File: src/eeprom_consts.vh
`ifndef EEPROM_CONSTS_VH
`define EEPROM_CONSTS_VH

// Register byte offsets on the Wishbone bus.
`define OFS_HW_CONFIG 10'h074
`define OFS_COMMAND 10'h1b4
`define OFS_BYTE 10'h1b8

// Command register fields, and the ready bit of the hardware config register.
`define CMD_BUSY_BIT 31
`define CMD_CODE_HI 30
`define CMD_CODE_LO 28
`define CMD_OVERFLOW_BIT 18
`define CMD_TIMEOUT_BIT 17
`define CMD_LOADED_BIT 16
`define HW_READY_BIT 27

// Command codes.
`define CODE_READ 3'h0
`define CODE_WRITE 3'h3
`define CODE_RELOAD 3'h7

// Reset values.
`define RST_ADDR 16'h0000
`define RST_BYTE 8'h00

// Loader constants.
`define SIGNATURE 8'ha5
`define EE_ADDR_LAST 16'h07ff
`define DEV_WRITE 8'ha0
`define DEV_READ 8'ha1

// Timing.
`define CLK_PERIOD_NS 50
`define QUARTER_NS 2500
`define QUARTER_CYC (`QUARTER_NS / `CLK_PERIOD_NS)
`define WR_TIMEOUT_MS 30
`define ACQ_TIMEOUT_MS 1920
`define WR_TIMEOUT_CYC (`WR_TIMEOUT_MS * 1000000 / `CLK_PERIOD_NS)
`define ACQ_TIMEOUT_CYC (`ACQ_TIMEOUT_MS * 1000000 / `CLK_PERIOD_NS)

// Bit engine operations.
`define OP_START 2'h0
`define OP_STOP 2'h1
`define OP_WBYTE 2'h2
`define OP_RBYTE 2'h3

`endif

File: src/eeprom_command_status.v
// Operation
// - Unsupported command code: busy stays clear, timeout flag set, no EEPROM access.
// - Read command fetches the EEPROM byte at the controller address field.
// - Completed read places the fetched byte into the EEPROM byte register.
// - Write command stores the byte register contents at the addressed location.
// - Reload restarts the loader; missing A5h signature at address zero fails it.
// - Reload drops device ready; software polls the ready bit until it returns.
// - Loader reading past the address space end sets read-only overflow bit 18.
// - Overflow flag clears whenever a reload command restarts the loader.
// - Timeout bit 17 set on 30 ms write silence or 1.92 s bus acquisition.
// - Timeout flag resets to zero, cleared only by writing one to it.
// - Loaded bit 16 set when valid EEPROM found and loader finishes normally.
// - Loaded flag cleared by reset and at the start of every reload.
// - Address field bits 15:0 reset to zero, selects the EEPROM location.
// - Byte register holds an eight-bit read/write field, reset to zero.
`timescale 1ns/1ps
`include "eeprom_consts.vh"

module eeprom_command_status #(
    parameter WR_CYCLES = `WR_TIMEOUT_CYC,
    parameter ACQ_CYCLES = `ACQ_TIMEOUT_CYC
) (
    // Clock and reset
    input wire clk_i,
    input wire rst_i,
    // Wishbone slave
    input wire wb_cyc_i,
    input wire wb_stb_i,
    input wire wb_we_i,
    input wire [9:0] wb_adr_i,
    input wire [3:0] wb_sel_i,
    input wire [31:0] wb_dat_i,
    output reg [31:0] wb_dat_o,
    output reg wb_ack_o,
    // Serial EEPROM link, open drain
    input wire scl_i,
    output reg scl_o,
    output reg scl_oe_o,
    input wire sda_i,
    output reg sda_o,
    output reg sda_oe_o,
    // Loader output and device state
    output reg ready_o,
    output reg [15:0] cfg_addr_o,
    output reg [7:0] cfg_data_o,
    output reg cfg_we_o
);

// Limits are kept at full width and sliced to each counter's width where compared.
localparam [31:0] Q_LAST = `QUARTER_CYC - 1;
localparam [31:0] ACQ_LAST = ACQ_CYCLES - 1;
localparam [31:0] WR_LAST = WR_CYCLES - 1;

localparam S_IDLE = 4'h0;
localparam S_START = 4'h1;
localparam S_DEVW = 4'h2;
localparam S_AHI = 4'h3;
localparam S_ALO = 4'h4;
localparam S_WDATA = 4'h5;
localparam S_RSTART = 4'h6;
localparam S_DEVR = 4'h7;
localparam S_RDATA = 4'h8;
localparam S_STOP = 4'h9;
localparam S_FINISH = 4'ha;

////////////////////////////////////////////////////////////////////////////////
// Pin synchronisers.

reg scl_m, scl_s, sda_m, sda_s;

always @(posedge clk_i) begin
    scl_m <= scl_i;
    scl_s <= scl_m;
    sda_m <= sda_i;
    sda_s <= sda_m;
end

////////////////////////////////////////////////////////////////////////////////
// Bit engine: one START, STOP or nine-bit byte slot per request.

reg eng_go;
reg [1:0] eng_op;
reg [8:0] eng_tx;
reg eng_act, eng_done, eng_err;
reg [1:0] op, quarter;
reg [3:0] bitn;
reg [8:0] sh, rxsh;
reg [5:0] qcnt;
reg [25:0] acq_cnt;
wire stall = (quarter == 2'h0 && op == `OP_START && !(scl_s && sda_s)) ||
             (quarter == 2'h1 && op != `OP_START && !scl_s);

always @(posedge clk_i) begin
    if (rst_i) begin
        eng_act <= 1'b0;
        eng_done <= 1'b0;
        eng_err <= 1'b0;
        op <= `OP_START;
        quarter <= 2'h0;
        bitn <= 4'h0;
        sh <= 9'h1ff;
        rxsh <= 9'h1ff;
        qcnt <= 6'h00;
        acq_cnt <= 26'h0;
        scl_oe_o <= 1'b0;
        sda_oe_o <= 1'b0;
        scl_o <= 1'b0;
        sda_o <= 1'b0;
    end else begin
        eng_done <= 1'b0;
        eng_err <= 1'b0;
        if (eng_go) begin
            eng_act <= 1'b1;
            op <= eng_op;
            quarter <= 2'h0;
            bitn <= 4'h0;
            qcnt <= 6'h00;
            acq_cnt <= 26'h0;
            sh <= eng_tx;
            if (eng_op == `OP_START) begin
                scl_oe_o <= 1'b0;
                sda_oe_o <= 1'b0;
            end else if (eng_op == `OP_STOP) begin
                sda_oe_o <= 1'b1;
            end else begin
                sda_oe_o <= ~eng_tx[8];
            end
        end else if (eng_act && stall) begin
            // A held clock or a busy bus counts toward the acquisition limit.
            acq_cnt <= acq_cnt + 26'h1;
            if (acq_cnt == ACQ_LAST[25:0]) begin
                eng_act <= 1'b0;
                eng_err <= 1'b1;
                scl_oe_o <= 1'b0;
                sda_oe_o <= 1'b0;
            end
        end else if (eng_act) begin
            acq_cnt <= 26'h0;
            if (qcnt != Q_LAST[5:0]) begin
                qcnt <= qcnt + 6'h01;
            end else begin
                qcnt <= 6'h00;
                quarter <= quarter + 2'h1;
                case (op)
                    `OP_START: begin
                        if (quarter == 2'h1) sda_oe_o <= 1'b1;
                        if (quarter == 2'h2) scl_oe_o <= 1'b1;
                        if (quarter == 2'h3) begin
                            eng_act <= 1'b0;
                            eng_done <= 1'b1;
                        end
                    end
                    `OP_STOP: begin
                        if (quarter == 2'h0) scl_oe_o <= 1'b0;
                        if (quarter == 2'h2) sda_oe_o <= 1'b0;
                        if (quarter == 2'h3) begin
                            eng_act <= 1'b0;
                            eng_done <= 1'b1;
                        end
                    end
                    default: begin
                        if (quarter == 2'h0) scl_oe_o <= 1'b0;
                        if (quarter == 2'h1) rxsh <= {rxsh[7:0], sda_s};
                        if (quarter == 2'h2) scl_oe_o <= 1'b1;
                        if (quarter == 2'h3) begin
                            if (bitn == 4'h8) begin
                                sda_oe_o <= 1'b0;
                                eng_act <= 1'b0;
                                eng_done <= 1'b1;
                            end else begin
                                sda_oe_o <= ~sh[7];
                                sh <= {sh[7:0], 1'b1};
                                bitn <= bitn + 4'h1;
                            end
                        end
                    end
                endcase
            end
        end
    end
end

////////////////////////////////////////////////////////////////////////////////
// Registers and command sequencer.

reg busy, timeout, overflow, loaded, pend, polling, poll_ok, fail;
reg [2:0] code;
reg [15:0] addr, cur_addr, ld_addr;
reg [7:0] byte_reg, ld_left;
reg [3:0] state;
reg [19:0] wr_cnt;
wire acc = wb_cyc_i && wb_stb_i && !wb_ack_o;
wire wr = acc && wb_we_i;
wire wr_cmd = wr && wb_adr_i[9:2] == `OFS_COMMAND >> 2;
wire wr_byte = wr && wb_adr_i[9:2] == `OFS_BYTE >> 2 && wb_sel_i[0];
wire start_cmd = wr_cmd && wb_sel_i[3] && wb_dat_i[`CMD_BUSY_BIT] && !busy;
wire [2:0] new_code = wb_dat_i[`CMD_CODE_HI:`CMD_CODE_LO];
wire supported = new_code == `CODE_READ || new_code == `CODE_WRITE ||
                 new_code == `CODE_RELOAD;
wire [7:0] rx = rxsh[8:1];
wire ack_seen = ~rxsh[0];
wire is_op = state >= S_START && state <= S_STOP;
reg [1:0] next_op;
reg [8:0] next_tx;
reg [3:0] next_state;

// Engine request for each sequencer state and the state that follows it.
always @* begin
    next_op = `OP_WBYTE;
    next_tx = {`DEV_WRITE, 1'b1};
    next_state = S_FINISH;
    case (state)
        S_START: begin
            next_op = `OP_START;
            next_state = S_DEVW;
        end
        S_DEVW: next_state = polling ? S_STOP : S_AHI;
        S_AHI: begin
            next_tx = {cur_addr[15:8], 1'b1};
            next_state = S_ALO;
        end
        S_ALO: begin
            next_tx = {cur_addr[7:0], 1'b1};
            next_state = (code == `CODE_WRITE) ? S_WDATA : S_RSTART;
        end
        S_WDATA: begin
            next_tx = {byte_reg, 1'b1};
            next_state = S_STOP;
        end
        S_RSTART: begin
            next_op = `OP_START;
            next_state = S_DEVR;
        end
        S_DEVR: begin
            next_tx = {`DEV_READ, 1'b1};
            next_state = S_RDATA;
        end
        S_RDATA: begin
            next_op = `OP_RBYTE;
            next_tx = 9'h1ff;
            next_state = S_STOP;
        end
        S_STOP: next_op = `OP_STOP;
        default: next_state = S_IDLE;
    endcase
end

always @(posedge clk_i) begin
    if (rst_i) begin
        wb_ack_o <= 1'b0;
        wb_dat_o <= 32'h0;
        busy <= 1'b0;
        timeout <= 1'b0;
        overflow <= 1'b0;
        loaded <= 1'b0;
        ready_o <= 1'b1;
        code <= `CODE_READ;
        addr <= `RST_ADDR;
        byte_reg <= `RST_BYTE;
        cur_addr <= 16'h0;
        ld_addr <= 16'h0;
        ld_left <= 8'h00;
        state <= S_IDLE;
        pend <= 1'b0;
        polling <= 1'b0;
        poll_ok <= 1'b0;
        fail <= 1'b0;
        wr_cnt <= 20'h0;
        eng_go <= 1'b0;
        eng_op <= `OP_START;
        eng_tx <= 9'h1ff;
        cfg_addr_o <= 16'h0;
        cfg_data_o <= 8'h00;
        cfg_we_o <= 1'b0;
    end else begin
        wb_ack_o <= acc;
        eng_go <= 1'b0;
        cfg_we_o <= 1'b0;
        case (wb_adr_i[9:2])
            `OFS_COMMAND >> 2: wb_dat_o <= {busy, code, 9'h000, overflow, timeout, loaded,
                                             addr};
            `OFS_BYTE >> 2: wb_dat_o <= {24'h0, byte_reg};
            `OFS_HW_CONFIG >> 2: wb_dat_o <= {4'h0, ready_o, 27'h0};
            default: wb_dat_o <= 32'h0;
        endcase
        // Clears come first so that a hardware set later in this block wins.
        if (wr_cmd && wb_sel_i[2] && wb_dat_i[`CMD_TIMEOUT_BIT]) timeout <= 1'b0;
        if (wr_cmd && wb_sel_i[2] && wb_dat_i[`CMD_LOADED_BIT]) loaded <= 1'b0;
        if (wr_cmd && !busy && wb_sel_i[0]) addr[7:0] <= wb_dat_i[7:0];
        if (wr_cmd && !busy && wb_sel_i[1]) addr[15:8] <= wb_dat_i[15:8];
        if (wr_byte && !busy) byte_reg <= wb_dat_i[7:0];
        if (start_cmd && !supported) begin
            timeout <= 1'b1;
        end else if (start_cmd) begin
            busy <= 1'b1;
            code <= new_code;
            polling <= 1'b0;
            fail <= 1'b0;
            state <= S_START;
            cur_addr <= (new_code == `CODE_RELOAD) ? 16'h0 : addr;
            if (wb_sel_i[0]) cur_addr[7:0] <= (new_code == `CODE_RELOAD) ? 8'h00 :
                                              wb_dat_i[7:0];
            if (wb_sel_i[1]) cur_addr[15:8] <= (new_code == `CODE_RELOAD) ? 8'h00 :
                                               wb_dat_i[15:8];
            if (new_code == `CODE_RELOAD) begin
                ready_o <= 1'b0;
                loaded <= 1'b0;
                overflow <= 1'b0;
                ld_addr <= 16'h0;
            end
        end else if (eng_err) begin
            timeout <= 1'b1;
            busy <= 1'b0;
            ready_o <= 1'b1;
            pend <= 1'b0;
            state <= S_IDLE;
        end else if (is_op) begin
            if (polling) wr_cnt <= wr_cnt + 20'h1;
            if (!pend) begin
                pend <= 1'b1;
                eng_go <= 1'b1;
                eng_op <= next_op;
                eng_tx <= next_tx;
            end else if (eng_done) begin
                pend <= 1'b0;
                state <= next_state;
                if (next_op == `OP_WBYTE && state == S_DEVW && polling) poll_ok <= ack_seen;
                else if (next_op == `OP_WBYTE && !ack_seen) begin
                    fail <= 1'b1;
                    state <= S_STOP;
                end
            end
        end else if (state == S_FINISH) begin
            state <= S_IDLE;
            busy <= 1'b0;
            if (polling) wr_cnt <= wr_cnt + 20'h1;
            if (fail) begin
                timeout <= 1'b1;
                ready_o <= 1'b1;
            end else if (code == `CODE_WRITE) begin
                // Acknowledge polling waits out the EEPROM's internal write cycle.
                if (!polling || (!poll_ok && wr_cnt < WR_LAST[19:0])) begin
                    busy <= 1'b1;
                    state <= S_START;
                    polling <= 1'b1;
                    poll_ok <= 1'b0;
                    if (!polling) wr_cnt <= 20'h0;
                end else if (!poll_ok) begin
                    timeout <= 1'b1;
                end
            end else if (code == `CODE_READ) begin
                byte_reg <= rx;
            end else begin
                busy <= 1'b1;
                state <= S_START;
                if (ld_addr == 16'h0 && rx != `SIGNATURE) begin
                    busy <= 1'b0;
                    state <= S_IDLE;
                    ready_o <= 1'b1;
                end else if ((ld_addr == 16'h1 && rx == 8'h00) ||
                             (ld_addr > 16'h1 && ld_left == 8'h01)) begin
                    busy <= 1'b0;
                    state <= S_IDLE;
                    ready_o <= 1'b1;
                    loaded <= 1'b1;
                end else if (ld_addr == `EE_ADDR_LAST) begin
                    overflow <= 1'b1;
                    busy <= 1'b0;
                    state <= S_IDLE;
                    ready_o <= 1'b1;
                end else begin
                    ld_addr <= ld_addr + 16'h1;
                    cur_addr <= ld_addr + 16'h1;
                end
                if (ld_addr == 16'h1) ld_left <= rx;
                if (ld_addr > 16'h1) begin
                    ld_left <= ld_left - 8'h01;
                    cfg_we_o <= 1'b1;
                    cfg_addr_o <= ld_addr - 16'h2;
                    cfg_data_o <= rx;
                end
            end
        end
    end
end

endmodule // eeprom_command_status

File: config.mk
export PLATFORM = sky130hd
export DESIGN_NAME = eeprom_command_status
export DESIGN_NICKNAME = d
export VERILOG_FILES = /design/src/eeprom_command_status.v
export VERILOG_INCLUDE_DIRS = /design/src
export SDC_FILE = /design/constraint.sdc
export NUM_CORES = 1
export LEC_CHECK = 0
export BUFFER_PORTS_ARGS = -buffer_cell sky130_fd_sc_hd__buf_4
export CORE_MARGIN = 2
export CORE_UTILIZATION = 35
export DETAILED_ROUTE_END_ITERATION = 10
export HOLD_SLACK_MARGIN = 0.08
export PLACE_DENSITY = 0.49
export SLEW_MARGIN = 0
export SYNTH_ARGS = -nofsm -noshare
export SYNTH_HDL_FRONTEND = slang
export SYNTH_SLANG_ARGS = --single-unit
File: constraint.sdc
create_clock -name clk_i -period 4.2 [get_ports clk_i]
set_input_delay 0.21 -clock clk_i [delete_from_list [all_inputs] [get_ports clk_i]]
set_output_delay 0.21 -clock clk_i [all_outputs]
set_load 0.01 [all_outputs]
==> out/metrics.yaml, run 1 <==
status: "complete, no violations"
fin_crit_ps: 3370
hold_viol_final: 0
rsz0062_at_grt: "no"
grt_max_degree: 69
num_vias: 9732
drtIter0Drc: 492
p_clk_share_pct: 49.9
fin_skew_ps: 6.89
p_sw_w: 0.00101
hp-class: "primary input to flip-flop"
synthFlopType: "dfxtp_1"
ctsHtreeMaxLevel: 1
setup_viol: 0
worstPathArrival_ps: 3800
drive_above_1_share_pct: 12.9
syn_area_um2: 11300
async_reset_ff_share_pct: 0
cts_max_path_buffers: 3
ant_nets: 0
cts-root-buf: "clkbuf_16"
total_power_w: 0.00458
drc: 0
gr-total-overflow: 0
top_register: "acq_cnt"
end_kind: "flip-flop"
layout_common_cells: "dfxtp_1, nor2_1, nand2_1"
intPower_w: 0.00357
power_frac_comb_pct: 3.1
die-area_um2: 33800
final_common_cell: "dfxtp_1"
path_max_fanout: 5
die_w_um: 184
seq_area_frac_synth_pct: 40.0
crit_type: "primary input to flip-flop"
port_buffers: 93
ys_warn_count: 0
clock.fmax_mhz: 297
finalNetCount: 1501
top_regs: "acq_cnt x26, wb_dat_o x24, wr_cnt x20"
synth_largest_area_cell: "dfxtp_1"
first_pass_iters: 5
die_y_um: 184
max_cap_violations: 0
dpl.hpwl_um: 21800
required_ps: 4630
grtUsageTotal_pct: 18.4
avgRoutedWirePerCell_um: 16.8
seqPwrFrac_pct: 46.9
tightest_slew_ps: 1090
numClockSinks: 226
final_cell_area_um2: 13400
clkLatencyLatePin_ps: 550
ys_seq_elements: 226
routabilityCongestion: 0.856
syn_avg_cell_area_um2: 8.37
routed_via_density: 5.25
synth_area_leaders: "dfxtp_1, nor2_1, a21oi_1"
synth_top_cell_area_share_pct: 40.0
numCtsBuffers: 27
switching_share_pct: 22.1
drv_slew: 0
core_um2: 31700
grt_pass1_vias: 9520
io_pins: 116
powerDensity_nw_per_um2: 342
peakVddDrop_uv: 278
cts_tree: "built"
finalWirelength_um: 31000
num_antenna_cells: 0
start_util_pct: 35.7
antenna_found_initial: 0
synth.distinct_cells: 71
clkTransAtPathRegs_ps: 60
tns_ps: 0
finalCritPeriodShare_pct: 80.3
p_leak_nw: 5.15
hold_ws_ps: 105
netlist_instances: 1352
largest_reg_flops: 26
crit_path_start_kind: "primary input"
grt_pass1_wl_um: 50800
maxSlewHeadroom_pct: 26.9
area_growth_pct: 18.5
synth_edf_count: 0
row_count: 65
place_area_um2: 12300
cell usage after synthesis (29+ instances only):
master,number
dfxtp_1,226
nor2_1,170
nand2_1,116
a21oi_1,93
clkbuf_1,70
mux2i_1,45
nand3_1,44
xor2_1,43
nor3_1,39
inv_1,35
nand2b_1,33
a211oi_1,31
o21ai_0,31
xnor2_1,29
logic make-up after synthesis:
kind of cell / share of synthesized area, %
AND/OR/NAND/NOR: 25.4
AO/OA/AOI/OAI: 15.4
flip-flops: 40.0
buffers and inverters: 4.97
XOR/XNOR: 5.58
multiplexers: 6.57
adder cells (fa/ha/maj): 1.99
other: 0.0332
per-stage QoR:
| stage | std cells | util (%) | setup WS [ps] |
|---|---|---|---|
| final | 1852 | 42.2 | 827 |
| after floorplan | 1361 | - | 1510 |
| after global routing | 1852 | 42.2 | 569 |
| after global placement | 1775 | 38.6 | 1040 |
| after CTS | 1852 | 42.2 | 851 |
| after detailed placement | 1775 | 38.6 | 1030 |
final cells by class:
class                           instances  area [um^2]
Fill cell                            3260        18300
Sequential cell                       226         4520
Clock inverter                          6         70.1
Multi-Input combinational cell       1002         6270
Tap cell                              402          503
Timing Repair Buffer                  137         1100
Inverter                               36          135
Clock buffer                           43          796
worst paths after layout:
check,slack (ps),depth (start not counted),startpoint,endpoint
max,830,9,wb_adr_i[9],code[0]
min,110,4,wb_dat_i[30],code[1]
max reg2reg,1010,8,ld_addr[0],cur_addr[5]
min reg2reg,330,0,scl_m,scl_s
power by group through the flow:
| stage | clock (W) | sequential, W | combinational (W) |
|---|---|---|---|
| 2_1_floorplan | 0 | 0.00219 | 0.0000728 |
| 3_3_place_gp | 0 | 0.00219 | 0.000125 |
| 3_5_place_dp | 0 | 0.00219 | 0.000125 |
| 4_1_cts | 0.00237 | 0.00215 | 0.000145 |
| 5_1_grt | 0.00245 | 0.00215 | 0.000156 |
| 6_report | 0.00229 | 0.00215 | 0.000144 |
worst max-delay path: stages:
cell and delay [ps]:
dlygate4sd3_1 540, buf_4 140, nor4bb_1 710, nand4_1 430
or3_1 440, a21oi_1 160, dlygate4sd3_1 570, nor3_1 40
dlygate4sd3_1 570
routing by layer:
layer  vias to the layer above  GRT usage [%]  wire length, um
li1                       4932              -                -
met1                      4579           23.9            14300
met3                        54           2.67             1130
met5                         -              0                0
met4                         0           7.58             1120
met2                       167           30.7            14500
timing repair:
action | in CTS | in global routing
hold endpoints to repair | 31 | 0
hold buffers | 28 | 0
gates resized for setup | 0 | 0
buffers inserted | 0 | 0
Power figures use the tool's default switching activity.
==> run 2, diff against run 1 <==
--- a/config.mk
+++ b/config.mk
@@ -11,7 +11,7 @@
 export CORE_UTILIZATION = 35
 export DETAILED_ROUTE_END_ITERATION = 10
 export HOLD_SLACK_MARGIN = 0.08
-export PLACE_DENSITY = 0.49
+export PLACE_DENSITY = 0.51
 export SLEW_MARGIN = 0
 export SYNTH_ARGS = -nofsm -noshare
 export SYNTH_HDL_FRONTEND = slang
==> constraint.sdc (replaced) <==
create_clock -name clk_i -period 2.8 [get_ports clk_i]
set_input_delay 0.14 -clock clk_i [delete_from_list [all_inputs] [get_ports clk_i]]
set_output_delay 0.14 -clock clk_i [all_outputs]
set_load 0.01 [all_outputs]
==> out/metrics.yaml, run 2 (same netlist as run 1, synthesis figures left out) <==
finalCritPeriodShare_pct: 95.6
place_inst: 1823
die_w_um: 184
start_util_pct: 35.7
row_count: 65
grtUsageTotal_pct: 18.6
drtIter0Drc: 562
max_cap_violations: 0
total_power_w: 0.00746
first_pass_iters: 5
crit_type: "flip-flop to flip-flop"
routed_via_density: 5.25
ctsHtreeMaxLevel: 1
cts_max_path_buffers: 3
largest_reg_flops: 26
die_y_um: 184
drc: 0
clock.fmax_mhz: 374
p_leak_nw: 5.49
stdcell_count: 1904
peakVddDrop_uv: 463
setup_slack_ps: 124
worstPathArrival_ps: 3140
clkTransAtPathRegs_ps: 70
tightest_slew_ps: 931
top_regs: "acq_cnt x26, wb_dat_o x24, wr_cnt x20"
area_growth_pct: 23.5
powerDensity_nw_per_um2: 534
num_vias: 9997
maxSlewHeadroom_pct: 37.8
top_register: "acq_cnt"
avgRoutedWirePerCell_um: 16.5
crit_slowest_cell: "or4_1"
final_common_cell: "dfxtp_1"
cp_slowest_stage_delay_ps: 610
place_area_um2: 12600
dpl.hpwl_um: 22300
die-area_um2: 33800
grt_pass1_wl_um: 51100
crit_chain: "or4_4, nor4_4, a21oi_2, or4_1, or3_1, a21oi_1"
hp-class: "primary input to flip-flop"
hold_viol_final: 0
clkLatencyLatePin_ps: 550
gr-total-overflow: 0
setup_viol: 0
cts_tree: "built"
ant_nets: 0
finalWirelength_um: 31500
port_buffers: 93
end_kind: "flip-flop"
layout_common_cells: "dfxtp_1, nor2_1, buf_4"
cts-root-buf: "clkbuf_16"
crit_path_start_kind: "flip-flop"
path_max_fanout: 5
tns_ps: 0
dp_slack_ps: 92.4
grt_max_degree: 55
numCtsBuffers: 27
fin_skew_ps: 23.0
io_pins: 116
antenna_found_initial: 0
drive_above_1_share_pct: 16.4
fin_crit_ps: 2680
required_ps: 3270
rsz0062_at_grt: "no"
final_cell_area_um2: 14000
status: "complete, no violations"
core_um2: 31700
numClockSinks: 226
finalNetCount: 1553
num_antenna_cells: 0
routabilityCongestion: 0.863
drv_slew: 0
grt_pass1_vias: 9594
## run 2: cell count changes in the layout (fill, tap and decap cells not counted)
cell	before	now
bufinv_16	1	7
clkbuf_1	10	0
buf_12	0	1
inv_6	0	2
inv_16	1	0
buf_6	0	1
buf_4	109	157
clkinvlp_4	0	3
dlygate4sd3_1	28	30
## run 2: final cells by class
class | count | area [um^2]
well taps | 402 | 503
inverters | 36 | 135
multi-input cells | 1002 | 6270
clock buffers | 33 | 758
repair buffers | 189 | 1510
flip-flops and latches | 226 | 4520
fillers | 3180 | 17700
clock inverters | 16 | 270
## run 2: worst paths after layout
kind | cells after the start | endpoint | slack, ps | from
worst max-delay path | 6 | ld_addr[6] | 120 | ld_addr[15]
worst max register to register | 6 | ld_addr[6] | 120 | ld_addr[15]
worst min register to register | 0 | sda_s | 340 | sda_m
worst min-delay path | 2 | addr[11] | 100 | rst_i
## run 2: worst max-delay path, delay by kind of cell (launching register included)
family | cells | cell delay, ps
AOI/OAI and AO/OA | 2 | 300
DFF | 1 | 310
and+or+nand+nor | 4 | 1970
## run 2: per-layer routing
layer	track usage, %	vias to the layer above	share of wire, %
li1	-	5035	-
met1	24.4	4695	45
met2	31.7	207	48
met3	2.40	60	4.1
met4	5.44	0	3.0
met5	0	-	0
## run 2: through the flow
step / hold WS, ps / util, %
CTS: 90.8 / 44.0
detailed placement: 250 / 39.8
floorplan: 168 / -
global route: 136 / 44.1
finish: 99.7 / 44.1
global placement: 247 / 39.8
## run 2: repair_timing
item,in CTS,in global routing
resized for setup,0,1
endpoints found under the setup margin,0,14
buffers inserted,0,2
endpoints found under the hold margin,32,0
hold buffers,30,0
## run 2: report_power, final
part,switching [W],total (W),internal [W]
logic,0.000122,0.000221,0.0000983
registers,0.00000172,0.00322,0.00322
clock network,0.00145,0.00402,0.00256
==> run 3, diff against run 2 <==
--- a/config.mk
+++ b/config.mk
@@ -11,7 +11,7 @@
 export CORE_UTILIZATION = 35
 export DETAILED_ROUTE_END_ITERATION = 10
 export HOLD_SLACK_MARGIN = 0.08
-export PLACE_DENSITY = 0.51
+export PLACE_DENSITY_LB_ADDON = 0.3
 export SLEW_MARGIN = 0
 export SYNTH_ARGS = -nofsm -noshare
 export SYNTH_HDL_FRONTEND = slang
==> out/metrics.yaml, run 3 (same netlist as run 1, synthesis figures left out) <==
tightest_slew_ps: 944
cts_tree: "built"
worstPathArrival_ps: 3130
num_vias: 10000
drive_above_1_share_pct: 16.3
area_growth_pct: 22.7
rsz0062_at_grt: "no"
numCtsBuffers: 26
finalWirelength_um: 30400
clock.fmax_mhz: 374
die_y_um: 184
hp-class: "primary input to flip-flop"
hold_viol_final: 0
crit_path_start_kind: "flip-flop"
fin_skew_ps: 15.0
die_w_um: 184
dp_slack_ps: 63.2
start_util_pct: 35.7
ff2ff_setup_slack_ps: 130
io_pins: 116
fill_cells: 3199
worst-path-buf-inv: 0
status: "complete, no violations"
grt_pass1_wl_um: 49600
final_common_cell: "dfxtp_1"
fin_crit_ps: 2670
cts_max_path_buffers: 3
top_regs: "acq_cnt x26, wb_dat_o x24, wr_cnt x20"
row_count: 65
largest_reg_flops: 26
use_met3_pct: 2.52
grt_util_met1_pct: 22.2
hp-start: "rst_i"
clkLatencyLatePin_ps: 550
cp_slowest_stage_delay_ps: 610
layout_common_cells: "dfxtp_1, nor2_1, buf_4"
num_antenna_cells: 0
port_buffers: 93
clkTransAtPathRegs_ps: 60
grtUsageTotal_pct: 17.8
drc: 0
cts-root-buf: "clkbuf_16"
crit_chain: "or4_4, nor4_4, a21oi_2, or4_1, or3_1, a21oi_1"
max_cap_violations: 0
tns_ps: 0
routabilityCongestion: 0.904
antenna_found_initial: 0
finalCritPeriodShare_pct: 95.5
grt_pass1_vias: 9696
maxSlewHeadroom_pct: 36.9
routed_via_density: 5.27
peakVddDrop_uv: 415
avgRoutedWirePerCell_um: 16.0
setup_slack_ps: 125
end_kind: "flip-flop"
setup_viol: 0
top_register: "acq_cnt"
gr-total-overflow: 0
ctsHtreeMaxLevel: 1
crit_slowest_cell: "or4_1"
dpl.hpwl_um: 21700
die-area_um2: 33800
grt_max_degree: 59
core_um2: 31700
finalNetCount: 1551
path_delay_family: "simple AND/OR/NAND/NOR gates"
top_usage_layer: "met2"
first_pass_iters: 5
crit_type: "flip-flop to flip-flop"
drv_slew: 0
r2r-start: "ld_addr[15]"
p_leak_nw: 5.44
cp-startpoint: "ld_addr[15]"
powerDensity_nw_per_um2: 509
required_ps: 3260
ant_nets: 0
met2_usage_pct: 31.5
drtIter0Drc: 661
path_max_fanout: 5
numClockSinks: 226
[run 3: area by class of cell]
class | count | area, um^2 | share of cell area [%]
Clock buffer | 33 | 737 | 5.31
Sequential cell | 226 | 4520 | 32.6
Timing Repair Buffer | 188 | 1510 | 10.9
Multi-Input combinational cell | 1002 | 6280 | 45.2
Inverter | 36 | 135 | 0.974
Tap cell | 402 | 503 | 3.63
Clock inverter | 14 | 186 | 1.34
[run 3: path summary, 6_finish.rpt]
path | endpoint | cells past startpoint
max | ld_addr[6] | 6
min | op[0] | 2
max reg2reg | ld_addr[6] | 6
min reg2reg | scl_s | 0
[run 3: routing by layer]
metal | vias to the layer above | part of all wire [%]
met5 | - | 0
met4 | 0 | 2.6
met3 | 46 | 4.4
met2 | 207 | 49
met1 | 4727 | 44
li1 | 5029 | -
[run 3: timing repair]
| item | in CTS | in global routing |
|---|---|---|
| gates resized for setup | 0 | 1 |
| setup endpoints to repair | 0 | 16 |
| setup buffers | 0 | 3 |
| hold endpoints to repair | 32 | 0 |
| hold buffers | 30 | 0 |
[run 3: report_power, final]
part           total [W]  switching [W]  internal (W)
logic           0.000221       0.000122     0.0000996
registers        0.00322     0.00000169       0.00322
clock network    0.00362        0.00140       0.00222
total            0.00707        0.00152       0.00554
[run 3: through the flow]
stage	hold slack, ps	utilization, %	cell area, um^2	power [W]	std cells
CTS	105	43.6	13800	0.00715	1898
floorplan	168	-	11300	0.00340	1361
global route	135	43.7	13900	0.00730	1901
finish	135	43.7	13900	0.00707	1901
global placement	247	39.8	12600	0.00348	1821
detailed placement	247	39.8	12600	0.00348	1821
